===== src/design/lcs_defines.vh =====
// Register offsets, field positions, reset values and timing constants of the charge controller.
`ifndef LCS_DEFINES_VH
`define LCS_DEFINES_VH

`define LCS_ADDR_CTRL        12'h000
`define LCS_ADDR_STATUS      12'h004
`define LCS_ADDR_IRQ_STATUS  12'h008
`define LCS_ADDR_IRQ_MASK    12'h00C
`define LCS_ADDR_ISET        12'h010

`define LCS_CTRL_SUSPEND     0
`define LCS_CTRL_TSEL_LO     1
`define LCS_CTRL_TSEL_HI     2
`define LCS_CTRL_LEVEL       3
`define LCS_CTRL_LEVEL_USE   4
`define LCS_CTRL_RESET       32'h0000_0000

`define LCS_TSEL_60          2'h0
`define LCS_TSEL_90          2'h1
`define LCS_TSEL_120         2'h2
`define LCS_TSEL_OFF         2'h3

`define LCS_TIMER_60_MIN     8'h3C
`define LCS_TIMER_90_MIN     8'h5A
`define LCS_TIMER_120_MIN    8'h78
`define LCS_EOC_MIN          8'h04

`define LCS_PRE_MIN_MA       10'h02D
`define LCS_ISET1_RESET      10'h05A
`define LCS_ISET2_RESET      10'h1C2

`define LCS_CLK_MHZ          125
`define LCS_MINUTE_S         60

`define LCS_IRQ_W            5
`define LCS_IRQ_FAULT        0
`define LCS_IRQ_DONE         1
`define LCS_IRQ_SUSPEND      2
`define LCS_IRQ_START        3
`define LCS_IRQ_RESTART      4

`endif


===== src/design/lcs_sync.v =====
// Two-flop synchroniser bank for asynchronous inputs.
module lcs_sync #(
    parameter W = 1
) (
    input  wire         core_clk,
    input  wire         reset,
    input  wire [W-1:0] async_in,
    output reg  [W-1:0] sync_out
);
    reg [W-1:0] stage1;

    // First stage is read only by the second stage.
    always @(posedge core_clk or posedge reset)
    begin
        if (reset)
        begin
            stage1   <= {W{1'b0}};
            sync_out <= {W{1'b0}};
        end
        else
        begin
            stage1   <= async_in;
            sync_out <= stage1;
        end
    end
endmodule // lcs_sync


===== src/design/lcs_minute_tick.v =====
// Divider that produces a one-cycle pulse once per minute.
module lcs_minute_tick #(
    parameter TICK_CYCLES = 64'd7500000000
) (
    input  wire core_clk,
    input  wire reset,
    output reg  tick
);
    reg [63:0] count;

    // Free-running count; shortened in simulation via the parameter.
    always @(posedge core_clk or posedge reset)
    begin
        if (reset)
        begin
            count <= 64'h0000_0000_0000_0000;
            tick  <= 1'b0;
        end
        else if (count >= TICK_CYCLES - 64'd1)
        begin
            count <= 64'h0000_0000_0000_0000;
            tick  <= 1'b1;
        end
        else
        begin
            count <= count + 64'd1;
            tick  <= 1'b0;
        end
    end
endmodule // lcs_minute_tick


===== src/design/lcs_charger.v =====
// Charge control state machine with APB registers and interrupt.
// Functional notes
// - Input removed, under UVLO, or below battery forces suspend.
// - Each cycle starts in precondition at max of 45mA and 10% fast current.
// - Precondition moves to fast-charge when precondition threshold reached.
// - Precondition timer expiry moves to timeout-fault.
// - Fast-charge is constant current; termination voltage moves to top-off.
// - Top-off is constant voltage; EOC held 4 minutes moves to sleep.
// - Sleep isolates battery, restarts cycle after about 200mV drop.
// - Suspend isolates battery; leaving it clears timer and enters precondition.
// - Timeout-fault stops charging, sets fault flag, isolates battery.
// - Timeout-fault returns to charging only through suspend.
// - Charging flag and indicator sink in precondition, fast-charge, top-off.
// - Safety timer 60 minutes default, 90, 120 or disabled selectable.
// - Cycle auto-starts unless level input floats, suspend bit set, or fault.
//
// Local design decisions: the APB slave port and the address map.
`include "lcs_defines.vh"
module lcs_charger #(
    parameter MINUTE_CYCLES = 64'd7500000000
) (
    input  wire        core_clk,
    input  wire        reset,
    input  wire        psel,
    input  wire        penable,
    input  wire        pwrite,
    input  wire [11:0] paddr,
    input  wire [31:0] pwdata,
    output reg  [31:0] prdata,
    output reg         pready,
    output reg         pslverr,
    input  wire        supply_valid,
    input  wire        precond_reached,
    input  wire        term_reached,
    input  wire        eoc_current,
    input  wire        restart_drop,
    input  wire        level_high,
    input  wire        level_floating,
    output reg         charge_enable,
    output reg         cc_mode,
    output reg         cv_mode,
    output reg         battery_hiz,
    output reg  [9:0]  current_cmd,
    output reg         charge_indicator_output_o,
    output reg         charge_indicator_output_oe_n,
    output reg         irq
);
    // One-hot states.
    localparam [5:0] ST_PRE  = 6'b000001;
    localparam [5:0] ST_FAST = 6'b000010;
    localparam [5:0] ST_TOP  = 6'b000100;
    localparam [5:0] ST_SLP  = 6'b001000;
    localparam [5:0] ST_SUS  = 6'b010000;
    localparam [5:0] ST_FLT  = 6'b100000;

    wire [6:0] sync_in;
    wire       s_valid   = sync_in[0];
    wire       s_pre     = sync_in[1];
    wire       s_term    = sync_in[2];
    wire       s_eoc     = sync_in[3];
    wire       s_drop    = sync_in[4];
    wire       s_lvl     = sync_in[5];
    wire       s_float   = sync_in[6];
    wire       tick;

    reg  [5:0]  state;
    reg  [5:0]  next_state;
    reg  [31:0] ctrl;
    reg  [9:0]  iset1;
    reg  [9:0]  iset2;
    reg  [`LCS_IRQ_W-1:0] irq_status;
    reg  [`LCS_IRQ_W-1:0] irq_mask;
    reg  [7:0]  safety_min;
    reg  [7:0]  eoc_min;
    reg         timeout_fault_flag;
    reg  [7:0]  timer_limit;
    reg  [9:0]  fast_current;
    reg  [9:0]  tenth;
    reg  [9:0]  next_cmd;
    reg  [`LCS_IRQ_W-1:0] events;

    wire [1:0] safety_timer_select = ctrl[`LCS_CTRL_TSEL_HI:`LCS_CTRL_TSEL_LO];
    wire       charge_suspend_bit  = ctrl[`LCS_CTRL_SUSPEND];
    wire       charging_active_flag = (state == ST_PRE) | (state == ST_FAST) | (state == ST_TOP);
    wire       start_ok = s_valid & ~s_float & ~charge_suspend_bit;
    wire       apb_wr = psel & penable & pwrite;
    wire       apb_rd = psel & penable & ~pwrite;
    wire       timer_expired = (safety_timer_select != `LCS_TSEL_OFF)
                             & (safety_min >= timer_limit);

    lcs_sync #(
        .W (7)
    ) u_sync (
        .core_clk (core_clk),
        .reset    (reset),
        .async_in ({level_floating, level_high, restart_drop, eoc_current,
                    term_reached, precond_reached, supply_valid}),
        .sync_out (sync_in)
    );

    lcs_minute_tick #(
        .TICK_CYCLES (MINUTE_CYCLES)
    ) u_tick (
        .core_clk (core_clk),
        .reset    (reset),
        .tick     (tick)
    );

    // Timer limit from the select field.
    always @*
    begin
        case (safety_timer_select)
            `LCS_TSEL_90:  timer_limit = `LCS_TIMER_90_MIN;
            `LCS_TSEL_120: timer_limit = `LCS_TIMER_120_MIN;
            default:       timer_limit = `LCS_TIMER_60_MIN;
        endcase
    end

    // Precondition current is the larger of the floor and a tenth of fast current.
    always @*
    begin
        if (ctrl[`LCS_CTRL_LEVEL_USE])
            fast_current = ctrl[`LCS_CTRL_LEVEL] ? iset2 : iset1;
        else
            fast_current = s_lvl ? iset2 : iset1;
        tenth = fast_current / 10'd10;
        if (tenth > `LCS_PRE_MIN_MA)
            next_cmd = tenth;
        else
            next_cmd = `LCS_PRE_MIN_MA;
    end

    // Next state. Loss of supply always wins, so any state falls to suspend.
    always @*
    begin
        next_state = state;
        if (!s_valid)
            next_state = ST_SUS;
        else
        begin
            case (state)
                ST_PRE:
                    if (charge_suspend_bit || s_float)
                        next_state = ST_SUS;
                    else if (s_pre)
                        next_state = ST_FAST;
                    else if (timer_expired)
                        next_state = ST_FLT;
                ST_FAST:
                    if (charge_suspend_bit || s_float)
                        next_state = ST_SUS;
                    else if (s_term)
                        next_state = ST_TOP;
                ST_TOP:
                    if (charge_suspend_bit || s_float)
                        next_state = ST_SUS;
                    else if (eoc_min >= `LCS_EOC_MIN)
                        next_state = ST_SLP;
                ST_SLP:
                    if (charge_suspend_bit || s_float)
                        next_state = ST_SUS;
                    else if (s_drop)
                        next_state = ST_PRE;
                ST_SUS:
                    if (start_ok)
                        next_state = ST_PRE;
                ST_FLT:
                    next_state = ST_FLT;
                default:
                    next_state = ST_SUS;
            endcase
        end
    end

    // Events that feed the sticky status bits.
    always @*
    begin
        events = {`LCS_IRQ_W{1'b0}};
        events[`LCS_IRQ_FAULT]   = (next_state == ST_FLT) & (state != ST_FLT);
        events[`LCS_IRQ_DONE]    = (next_state == ST_SLP) & (state != ST_SLP);
        events[`LCS_IRQ_SUSPEND] = (next_state == ST_SUS) & (state != ST_SUS);
        events[`LCS_IRQ_START]   = (next_state == ST_PRE) & (state == ST_SUS);
        events[`LCS_IRQ_RESTART] = (next_state == ST_PRE) & (state == ST_SLP);
    end

    // State, timers and fault flag. Fault is cleared when a new cycle starts.
    always @(posedge core_clk or posedge reset)
    begin
        if (reset)
        begin
            state              <= ST_SUS;
            safety_min         <= 8'h00;
            eoc_min            <= 8'h00;
            timeout_fault_flag <= 1'b0;
        end
        else
        begin
            state <= next_state;
            if (next_state != ST_PRE || state != ST_PRE)
                safety_min <= 8'h00;
            else if (tick && safety_min != 8'hFF)
                safety_min <= safety_min + 8'h01;
            if (state != ST_TOP || !s_eoc)
                eoc_min <= 8'h00;
            else if (tick && eoc_min != 8'hFF)
                eoc_min <= eoc_min + 8'h01;
            if (next_state == ST_FLT)
                timeout_fault_flag <= 1'b1;
            else if (state == ST_SUS && next_state == ST_PRE)
                timeout_fault_flag <= 1'b0;
        end
    end

    // Leave fault to suspend when supply drops; the fault flag does not gate restart, which clears it.
    // Supply loss from fault is handled by the branch above.

    // Drive outputs straight from flops.
    always @(posedge core_clk or posedge reset)
    begin
        if (reset)
        begin
            charge_enable                <= 1'b0;
            cc_mode                      <= 1'b0;
            cv_mode                      <= 1'b0;
            battery_hiz                  <= 1'b1;
            current_cmd                  <= 10'h000;
            charge_indicator_output_o    <= 1'b0;
            charge_indicator_output_oe_n <= 1'b1;
        end
        else
        begin
            charge_enable <= (next_state == ST_PRE) | (next_state == ST_FAST)
                           | (next_state == ST_TOP);
            cc_mode       <= (next_state == ST_FAST);
            cv_mode       <= (next_state == ST_TOP);
            battery_hiz   <= (next_state == ST_SLP) | (next_state == ST_SUS)
                           | (next_state == ST_FLT);
            if (next_state == ST_PRE)
                current_cmd <= next_cmd;
            else if (next_state == ST_FAST || next_state == ST_TOP)
                current_cmd <= fast_current;
            else
                current_cmd <= 10'h000;
            charge_indicator_output_o    <= 1'b0;
            charge_indicator_output_oe_n <= ~((next_state == ST_PRE) | (next_state == ST_FAST)
                                           | (next_state == ST_TOP));
        end
    end

    // APB slave: zero wait states, unmapped addresses return pslverr.
    always @(posedge core_clk or posedge reset)
    begin
        if (reset)
        begin
            ctrl       <= `LCS_CTRL_RESET;
            iset1      <= `LCS_ISET1_RESET;
            iset2      <= `LCS_ISET2_RESET;
            irq_mask   <= {`LCS_IRQ_W{1'b0}};
            irq_status <= {`LCS_IRQ_W{1'b0}};
            prdata     <= 32'h0000_0000;
            pready     <= 1'b0;
            pslverr    <= 1'b0;
            irq        <= 1'b0;
        end
        else
        begin
            pready  <= psel & ~penable;
            pslverr <= 1'b0;
            if (apb_wr && pready)
            begin
                case (paddr)
                    `LCS_ADDR_CTRL:     ctrl <= {27'h000_0000, pwdata[4:0]};
                    `LCS_ADDR_IRQ_MASK: irq_mask <= pwdata[`LCS_IRQ_W-1:0];
                    `LCS_ADDR_ISET:
                    begin
                        iset1 <= pwdata[9:0];
                        iset2 <= pwdata[25:16];
                    end
                    default: ;
                endcase
            end
            // Read clears status, but an event in the same cycle survives.
            if (apb_rd && pready && paddr == `LCS_ADDR_IRQ_STATUS)
                irq_status <= events;
            else
                irq_status <= irq_status | events;
            if (psel && !penable)
            begin
                case (paddr)
                    `LCS_ADDR_CTRL:       prdata <= ctrl;
                    `LCS_ADDR_STATUS:     prdata <= {20'h0_0000, 2'b00, state,
                                                     2'b00, timeout_fault_flag,
                                                     charging_active_flag};
                    `LCS_ADDR_IRQ_STATUS: prdata <= {27'h000_0000, irq_status};
                    `LCS_ADDR_IRQ_MASK:   prdata <= {27'h000_0000, irq_mask};
                    `LCS_ADDR_ISET:       prdata <= {6'h00, iset2, 6'h00, iset1};
                    default:
                    begin
                        prdata  <= 32'h0000_0000;
                        pslverr <= 1'b1;
                    end
                endcase
            end
            irq <= |((irq_status | events) & irq_mask);
        end
    end
endmodule // lcs_charger


===== config.mk =====
export PLATFORM = sky130hd
export DESIGN_NAME = lcs_charger
export DESIGN_NICKNAME = d
export VERILOG_FILES = /design/src/design/lcs_sync.v /design/src/design/lcs_minute_tick.v /design/src/design/lcs_charger.v
export VERILOG_INCLUDE_DIRS = /design/src /design/src/design
export SDC_FILE = /design/constraint.sdc
export NUM_CORES = 1
export LEC_CHECK = 0
export ABC_AREA = 1
export BUFFER_PORTS_ARGS = -buffer_cell sky130_fd_sc_hd__buf_2
export CAP_MARGIN = 15
export CORE_MARGIN = 5
export CORE_UTILIZATION = 58
export DETAILED_ROUTE_END_ITERATION = 7
export PLACE_DENSITY = 0.8
export SLEW_MARGIN = 25
export SYNTH_ARGS = -nofsm -noshare
export SYNTH_HDL_FRONTEND = slang
export SYNTH_SLANG_ARGS = --single-unit

===== constraint.sdc =====
create_clock -name core_clk -period 6.3 [get_ports core_clk]
set_input_delay 0 -clock core_clk [delete_from_list [all_inputs] [get_ports core_clk]]
set_output_delay 0 -clock core_clk [all_outputs]
set_load 0.02 [all_outputs]

* Word-level counts from Yosys, hierarchy flattened
Index checks and enable logic that the tools add are counted.
Storage, ports and cells: flip-flop bits (word level) 187, bits in latches 0, bits in writable memories 0, ROM bits 0, input port bits 56, output and inout port bits 51, word-level logic and storage cells 136, memories 0
Cells by class: $add $sub $neg 3, $mul 0, div/mod/pow operators 1, magnitude comparators 4, equality and inequality tests 27, shift-type cells 0, muxes and demuxes 31, bitwise gates (word level) 25, reductions and logical operators 22
Operator list (count):
- $pmux W26 S5 | 1
- $mux W6 | 11
- $add A64 B1 Y64 const B | 1
- $ge A64 B33 Y1 const B | 1
- $mux W64 | 1
- $mux W10 | 6
- $pmux W6 S6 | 1
- $mux W8 | 4
- $eq A12 B4 Y1 const B | 2
- $add A8 B1 Y8 const B | 2
- $ne A8 B8 Y1 const B | 2
- $pmux W7 S2 | 1
- $and A1 B1 Y1 | 12
- $eq A12 B3 Y1 const B | 1
- $eq A12 B5 Y1 const B | 1
- $eq A6 B1 Y1 const B | 2
- $eq A6 B2 Y1 const B | 2
- $eq A6 B3 Y1 const B | 2
- $eq A6 B4 Y1 const B | 2
- $eq A6 B5 Y1 const B | 2
- $eq A6 B6 Y1 const B | 2
- $logic_not A12 Y1 | 1
- $ne A6 B1 Y1 const B | 2
- $div A10 B4 Y10 const B | 1
- other kinds (22) | 50

* Depth between registers and ports, before layout
depth after elaboration 14, gate-level depth with buffers 31, mapped depth without buffers 31

* Modules after synthesis
A second synthesis with hierarchy kept.
Second synthesis, totals: cell total of the unflattened synthesis 1060, area, all modules 8848.5 µm²
By module, submodules not included:
- lcs_charger | times used 1, cells each 716, area each 5559.1 µm², sequential area each 2416.1 µm²
- lcs_minute_tick | times used 1, cells each 329, area each 2935.3 µm², sequential area each 1626.6 µm²
- lcs_sync | times used 1, cells each 15, area each 354.1 µm², sequential area each 350.3 µm²

* Worst setup path before layout
Ideal clock, no wire load.
kind reg-to-reg, start point register u_tick.count[0], end point register u_tick.count[30], setup time 0.123 ns, arrival 2.542 ns, data required time 6.177 ns, path slack 3.635 ns, cell stages (with the launch flop) 24, path buffers 0, period minus slack after synthesis 2.665 ns, cells stage by stage dfrtp_1 > ha_1 > nand2_1 > nor2_2 > inv_1 > nor2_1 > nand4_1 > nor2_1 > nand2_1 > nor2_1 > nand2_1 > nor2_2 > and3_1 > nand2_1 > nor2_2 > nand2_1 > nor2_2 > inv_1 > nor2_2 > nand2_1 > inv_2 > nand4_1 > o21ai_0 > a21oi_1
Between the ends: cells in the longest elaborated chain, start to end 2, elaborated cells between the ends (all ways) 3, classes of those cells add/sub: 1; order compare: 1; mux: 1
Ends and longest elaborated chain:
- from (decl) | line lcs_minute_tick.v:9 | reg [63:0] count;
- from (signal assigned) | line lcs_minute_tick.v:26 | count <= count + 64'd1;
- $add A64 B1 Y64 or $ge A64 B33 Y1 (tied branches) | line lcs_minute_tick.v:26, lcs_minute_tick.v:19
- $mux W64 (*) | line lcs_minute_tick.v:19 | else if (count >= TICK_CYCLES - 64'd1)
Every way passes the cells marked *; elsewhere a longest branch is shown, timed or not. A chain may end at the register's enable or synchronous reset.

* Worst setup path after layout
start point register ctrl[3], end point register current_cmd[0]
Between the ends: cells in the longest elaborated chain, start to end 6, elaborated cells between the ends (all ways) 7, classes of those cells div: 1; order compare: 1; mux: 5
Ends and longest elaborated chain:
- from (decl) | line lcs_charger.v:68 | reg [31:0] ctrl;
- from (signal assigned) | line lcs_charger.v:255 | ctrl <= `LCS_CTRL_RESET;
- from (signal assigned) | line lcs_charger.v:272 | `LCS_ADDR_CTRL: ctrl <= {27'h000_0000, pwdata[4:0]};
- $mux W10 (*) | line lcs_charger.v:123 | fast_current = ctrl[`LCS_CTRL_LEVEL] ? iset2 : iset1;
- $mux W10 (*) | line lcs_charger.v:122 | if (ctrl[`LCS_CTRL_LEVEL_USE])
- $div A10 B4 Y10 | line lcs_charger.v:126 | tenth = fast_current / 10'd10;
- $gt A10 B6 Y1 (no line)
- $mux W10 | line lcs_charger.v:127 | if (tenth > `LCS_PRE_MIN_MA)
- $mux W10 (*) | line lcs_charger.v:238 | if (next_state == ST_PRE)
- to (signal assigned) | line lcs_charger.v:239 | current_cmd <= next_cmd;
- to (signal assigned) | line lcs_charger.v:241 | current_cmd <= fast_current;
- to (decl) | line lcs_charger.v:43 | output reg [9:0] current_cmd,
Marked as above.

==> impl_metrics.ini <==
[status]
status = completed

[global_route]
antenna_found_initial = 0
grt_usage_pct = 24.1
grt-ovfl-total = 0
grt_pass1_wl_mm = 31.7
grt_pass1_vias = 6645
grt_start_max_net_pins = 117

[setup_path]
cp_slowest_cell = dfrtp_1
crit_type = flop to flop
critPathArrivalTime_ns = 3.87
cp_top_family = simple AND/OR/NAND/NOR gates
start_kind = flop
worstPathMaxFanout = 14
path_buf_inv = 2
required_ns = 6.61
max_stage_delay_ns = 0.66
cp-end-kind = flop
cpMostUsedCell = nand2_2

[die]
pin_count = 107
start_util_pct = 59.6
num_rows = 43
dieArea_um2 = 16900
core_um2 = 14000
dieWidth_um = 130
die_h_um = 130

[cts]
cts-root-buf = clkbuf_16
cts_setup_buffers = 0
clk-insertion-delay-late_ns = 0.44
cts_num_sinks = 175
cts_tree = built
htree_levels = 4
cts_buffers = 17
clk_path_buf_depth = 2
clk_pin_slew_ns = 0.06

[sta]
relSlewSlack_pct = 36.7
period_minus_slack_ns = 3.56
slew_violations = 0
max_freq_mhz = 281
fin_tns_setup_ns = 0
rsz0062_at_grt = no
hold_violations = 0
worst_slew_pin_slew_ns = 0.948
timing.hold.ws_ns = 0.0294
setup_viol = 0
clock_skew_ns = 0.0104
period_share_pct = 56.4
setup_slack_ns = 2.74

[logic_synthesis]
synth.distinct_cells = 54
yosys_warnings = 0
synth_edf_count = 0
syn_area_per_cell_um2 = 8.58
yosys_register_bits = 175
synth_area_um2 = 8330
synth_ff_type = dfrtp_1
synth_cells = 971
seq_area_frac_synth_pct = 52.7
async_reset_ff_share_pct = 100

[pwr]
power_switching_mw = 0.540
switching_share_pct = 22.8
p_leak_nw = 4.80
intPower_mw = 1.83
p_seq_share_pct = 49.0
p_per_area_nw_per_um2 = 239
max-vdd-ir-drop_mv = 0.222
p_comb_share_pct = 5.6
clockPowerShare_pct = 45.4

[placed_design]
dp_slack_ns = 2.89
finalWeightedCongestion = 0.881
dp_hpwl_mm = 13.2
dpl.cell_count = 1251
numPortBuffers = 81

[layout]
drive_gt1_share_pct = 17.6
final_cell_mix = nand2_1, dfrtp_1, inv_1, nor2_1, buf_2
final_util_pct = 70.8
layout.nets = 1186
mostFrequentLayoutCell = nand2_1
stdcell_count = 1314
fillers = 1042
area_growth_pct = 18.8

[route]
wl_per_cell_um = 14.7
vias = 6978
ant_nets = 0
viasPerCell = 5.31
drc_errors = 0
drt-initial-drc-count = 676
first_pass_iters = 5
routed_wl_mm = 19.3

[hold_path]
hp-class = primary input to flop

[run]
cap_viol_max_count = 0
repair_timing:
action,in CTS,in global routing
hold buffers,30,0
hold endpoints to repair,150,0
resized for setup,0,0
cells in the mapped netlist (2+ instances only):
master | instances | area, um2
nand2_1 | 212 | 796
dfrtp_1 | 164 | 4100
inv_1 | 132 | 495
nor2_1 | 96 | 360
o21ai_0 | 54 | 270
nand3_1 | 37 | 185
a21oi_1 | 36 | 180
nor3_1 | 25 | 125
nand2_2 | 20 | 125
buf_4 | 15 | 113
mux2_2 | 15 | 169
inv_2 | 12 | 45.0
dfstp_2 | 11 | 289
nor4_1 | 11 | 68.8
ha_1 | 10 | 125
nor2_2 | 10 | 62.6
o22ai_1 | 9 | 56.3
xor2_1 | 9 | 78.8
a31oi_1 | 8 | 50.1
clkbuf_1 | 8 | 30.0
nand4_1 | 7 | 43.8
nand3_2 | 6 | 60.1
nor3b_1 | 6 | 45.0
o21ai_1 | 6 | 30.0
a211oi_1 | 5 | 37.5
a221oi_1 | 5 | 43.8
o31ai_1 | 5 | 37.5
a32oi_1 | 3 | 26.3
a22oi_1 | 2 | 15.0
and3_1 | 2 | 12.5
nand2_4 | 2 | 22.5
nand3b_1 | 2 | 15.0
o21a_1 | 2 | 15.0
o221ai_1 | 2 | 17.5
or2_2 | 2 | 12.5
xnor2_1 | 2 | 17.5
per-layer routing:
layer | part of all wire (%) | wire [um] | global-route usage (%)
met1 | 42 | 8170 | 31.7
met2 | 49 | 9380 | 39.2
met3 | 6.5 | 1250 | 5.16
met4 | 2.7 | 512 | 9.54
met5 | 0 | 0 | 0
tightest hold or removal path, delay by kind of cell:
family / cells / cell delay (ns)
AND/OR/NAND/NOR: 1 / 0.04
buffers and inverters: 3 / 0.35
kinds of logic after synthesis:
group                      share of synthesized area [%]
DFF                                                 52.7
buffers and inverters                               8.48
muxes                                               2.03
adders and majority gates                           1.50
AOI/OAI and AO/OA                                   10.5
other                                             0.0450
xor gates and xnor gates                            1.16
and+or+nand+nor                                     23.5
through the flow:
| step | cell area [um2] | total power [mW] |
|---|---|---|
| floorplan | 8490 | 1.26 |
| global placement | 8980 | 1.29 |
| detailed placement | 8980 | 1.30 |
| CTS | 9890 | 2.38 |
| global route | 9900 | 2.45 |
| finish | 9900 | 2.37 |
final cells by class:
class	count	area [um2]	area share (%)
inverters	145	552	5.57
diodes	1	2.50	0.0253
clock buffers	20	447	4.51
clock inverters	12	163	1.64
multi-input cells	668	3400	34.3
repair buffers	113	721	7.28
flip-flops and latches	175	4390	44.4
well taps	180	225	2.27
state kept, by name (all words and copies together), names as in the netlist, 5 cells and up:
| register | cells |
|---|---|
| iset2 | 10 |
| irq_mask | 5 |
| irq_status | 5 |
| u_sync.sync_out | 7 |
| safety_min | 8 |
| eoc_min | 8 |
| current_cmd | 10 |
| state | 6 |
| u_tick.count | 64 |
| iset1 | 10 |
| ctrl | 5 |
| u_sync.stage1 | 7 |
| prdata | 20 |
path summary, 6_finish.rpt:
path | startpoint | end | slack, ns | depth (start not counted)
max | ctrl[3]$_DFFE_PP0P_ | current_cmd[0]$_DFF_PP0_ | 2.74 | 28
min | psel | pready$_DFF_PP0_ | 0.03 | 4
min reg2reg | u_sync.stage1[3]$_DFF_PP0_ | u_sync.sync_out[3]$_DFF_PP0_ | 0.35 | 0
max in group asynchronous | reset | cv_mode$_DFF_PP0_ | 4.74 | 4
min in group asynchronous | reset | u_tick.count[53]$_DFF_PP0_ | 0.29 | 3
max reg2reg | ctrl[3]$_DFFE_PP0P_ | current_cmd[0]$_DFF_PP0_ | 2.74 | 28
power groups by stage:
stage	combinational, mW	sequential (mW)	clock [mW]
after CTS	0.133	1.16	1.09
after global routing	0.151	1.16	1.14
after floorplan	0.0733	1.19	0
after detailed placement	0.118	1.18	0
after global placement	0.114	1.18	0
final	0.134	1.16	1.08
Power figures use the tool's default switching activity.
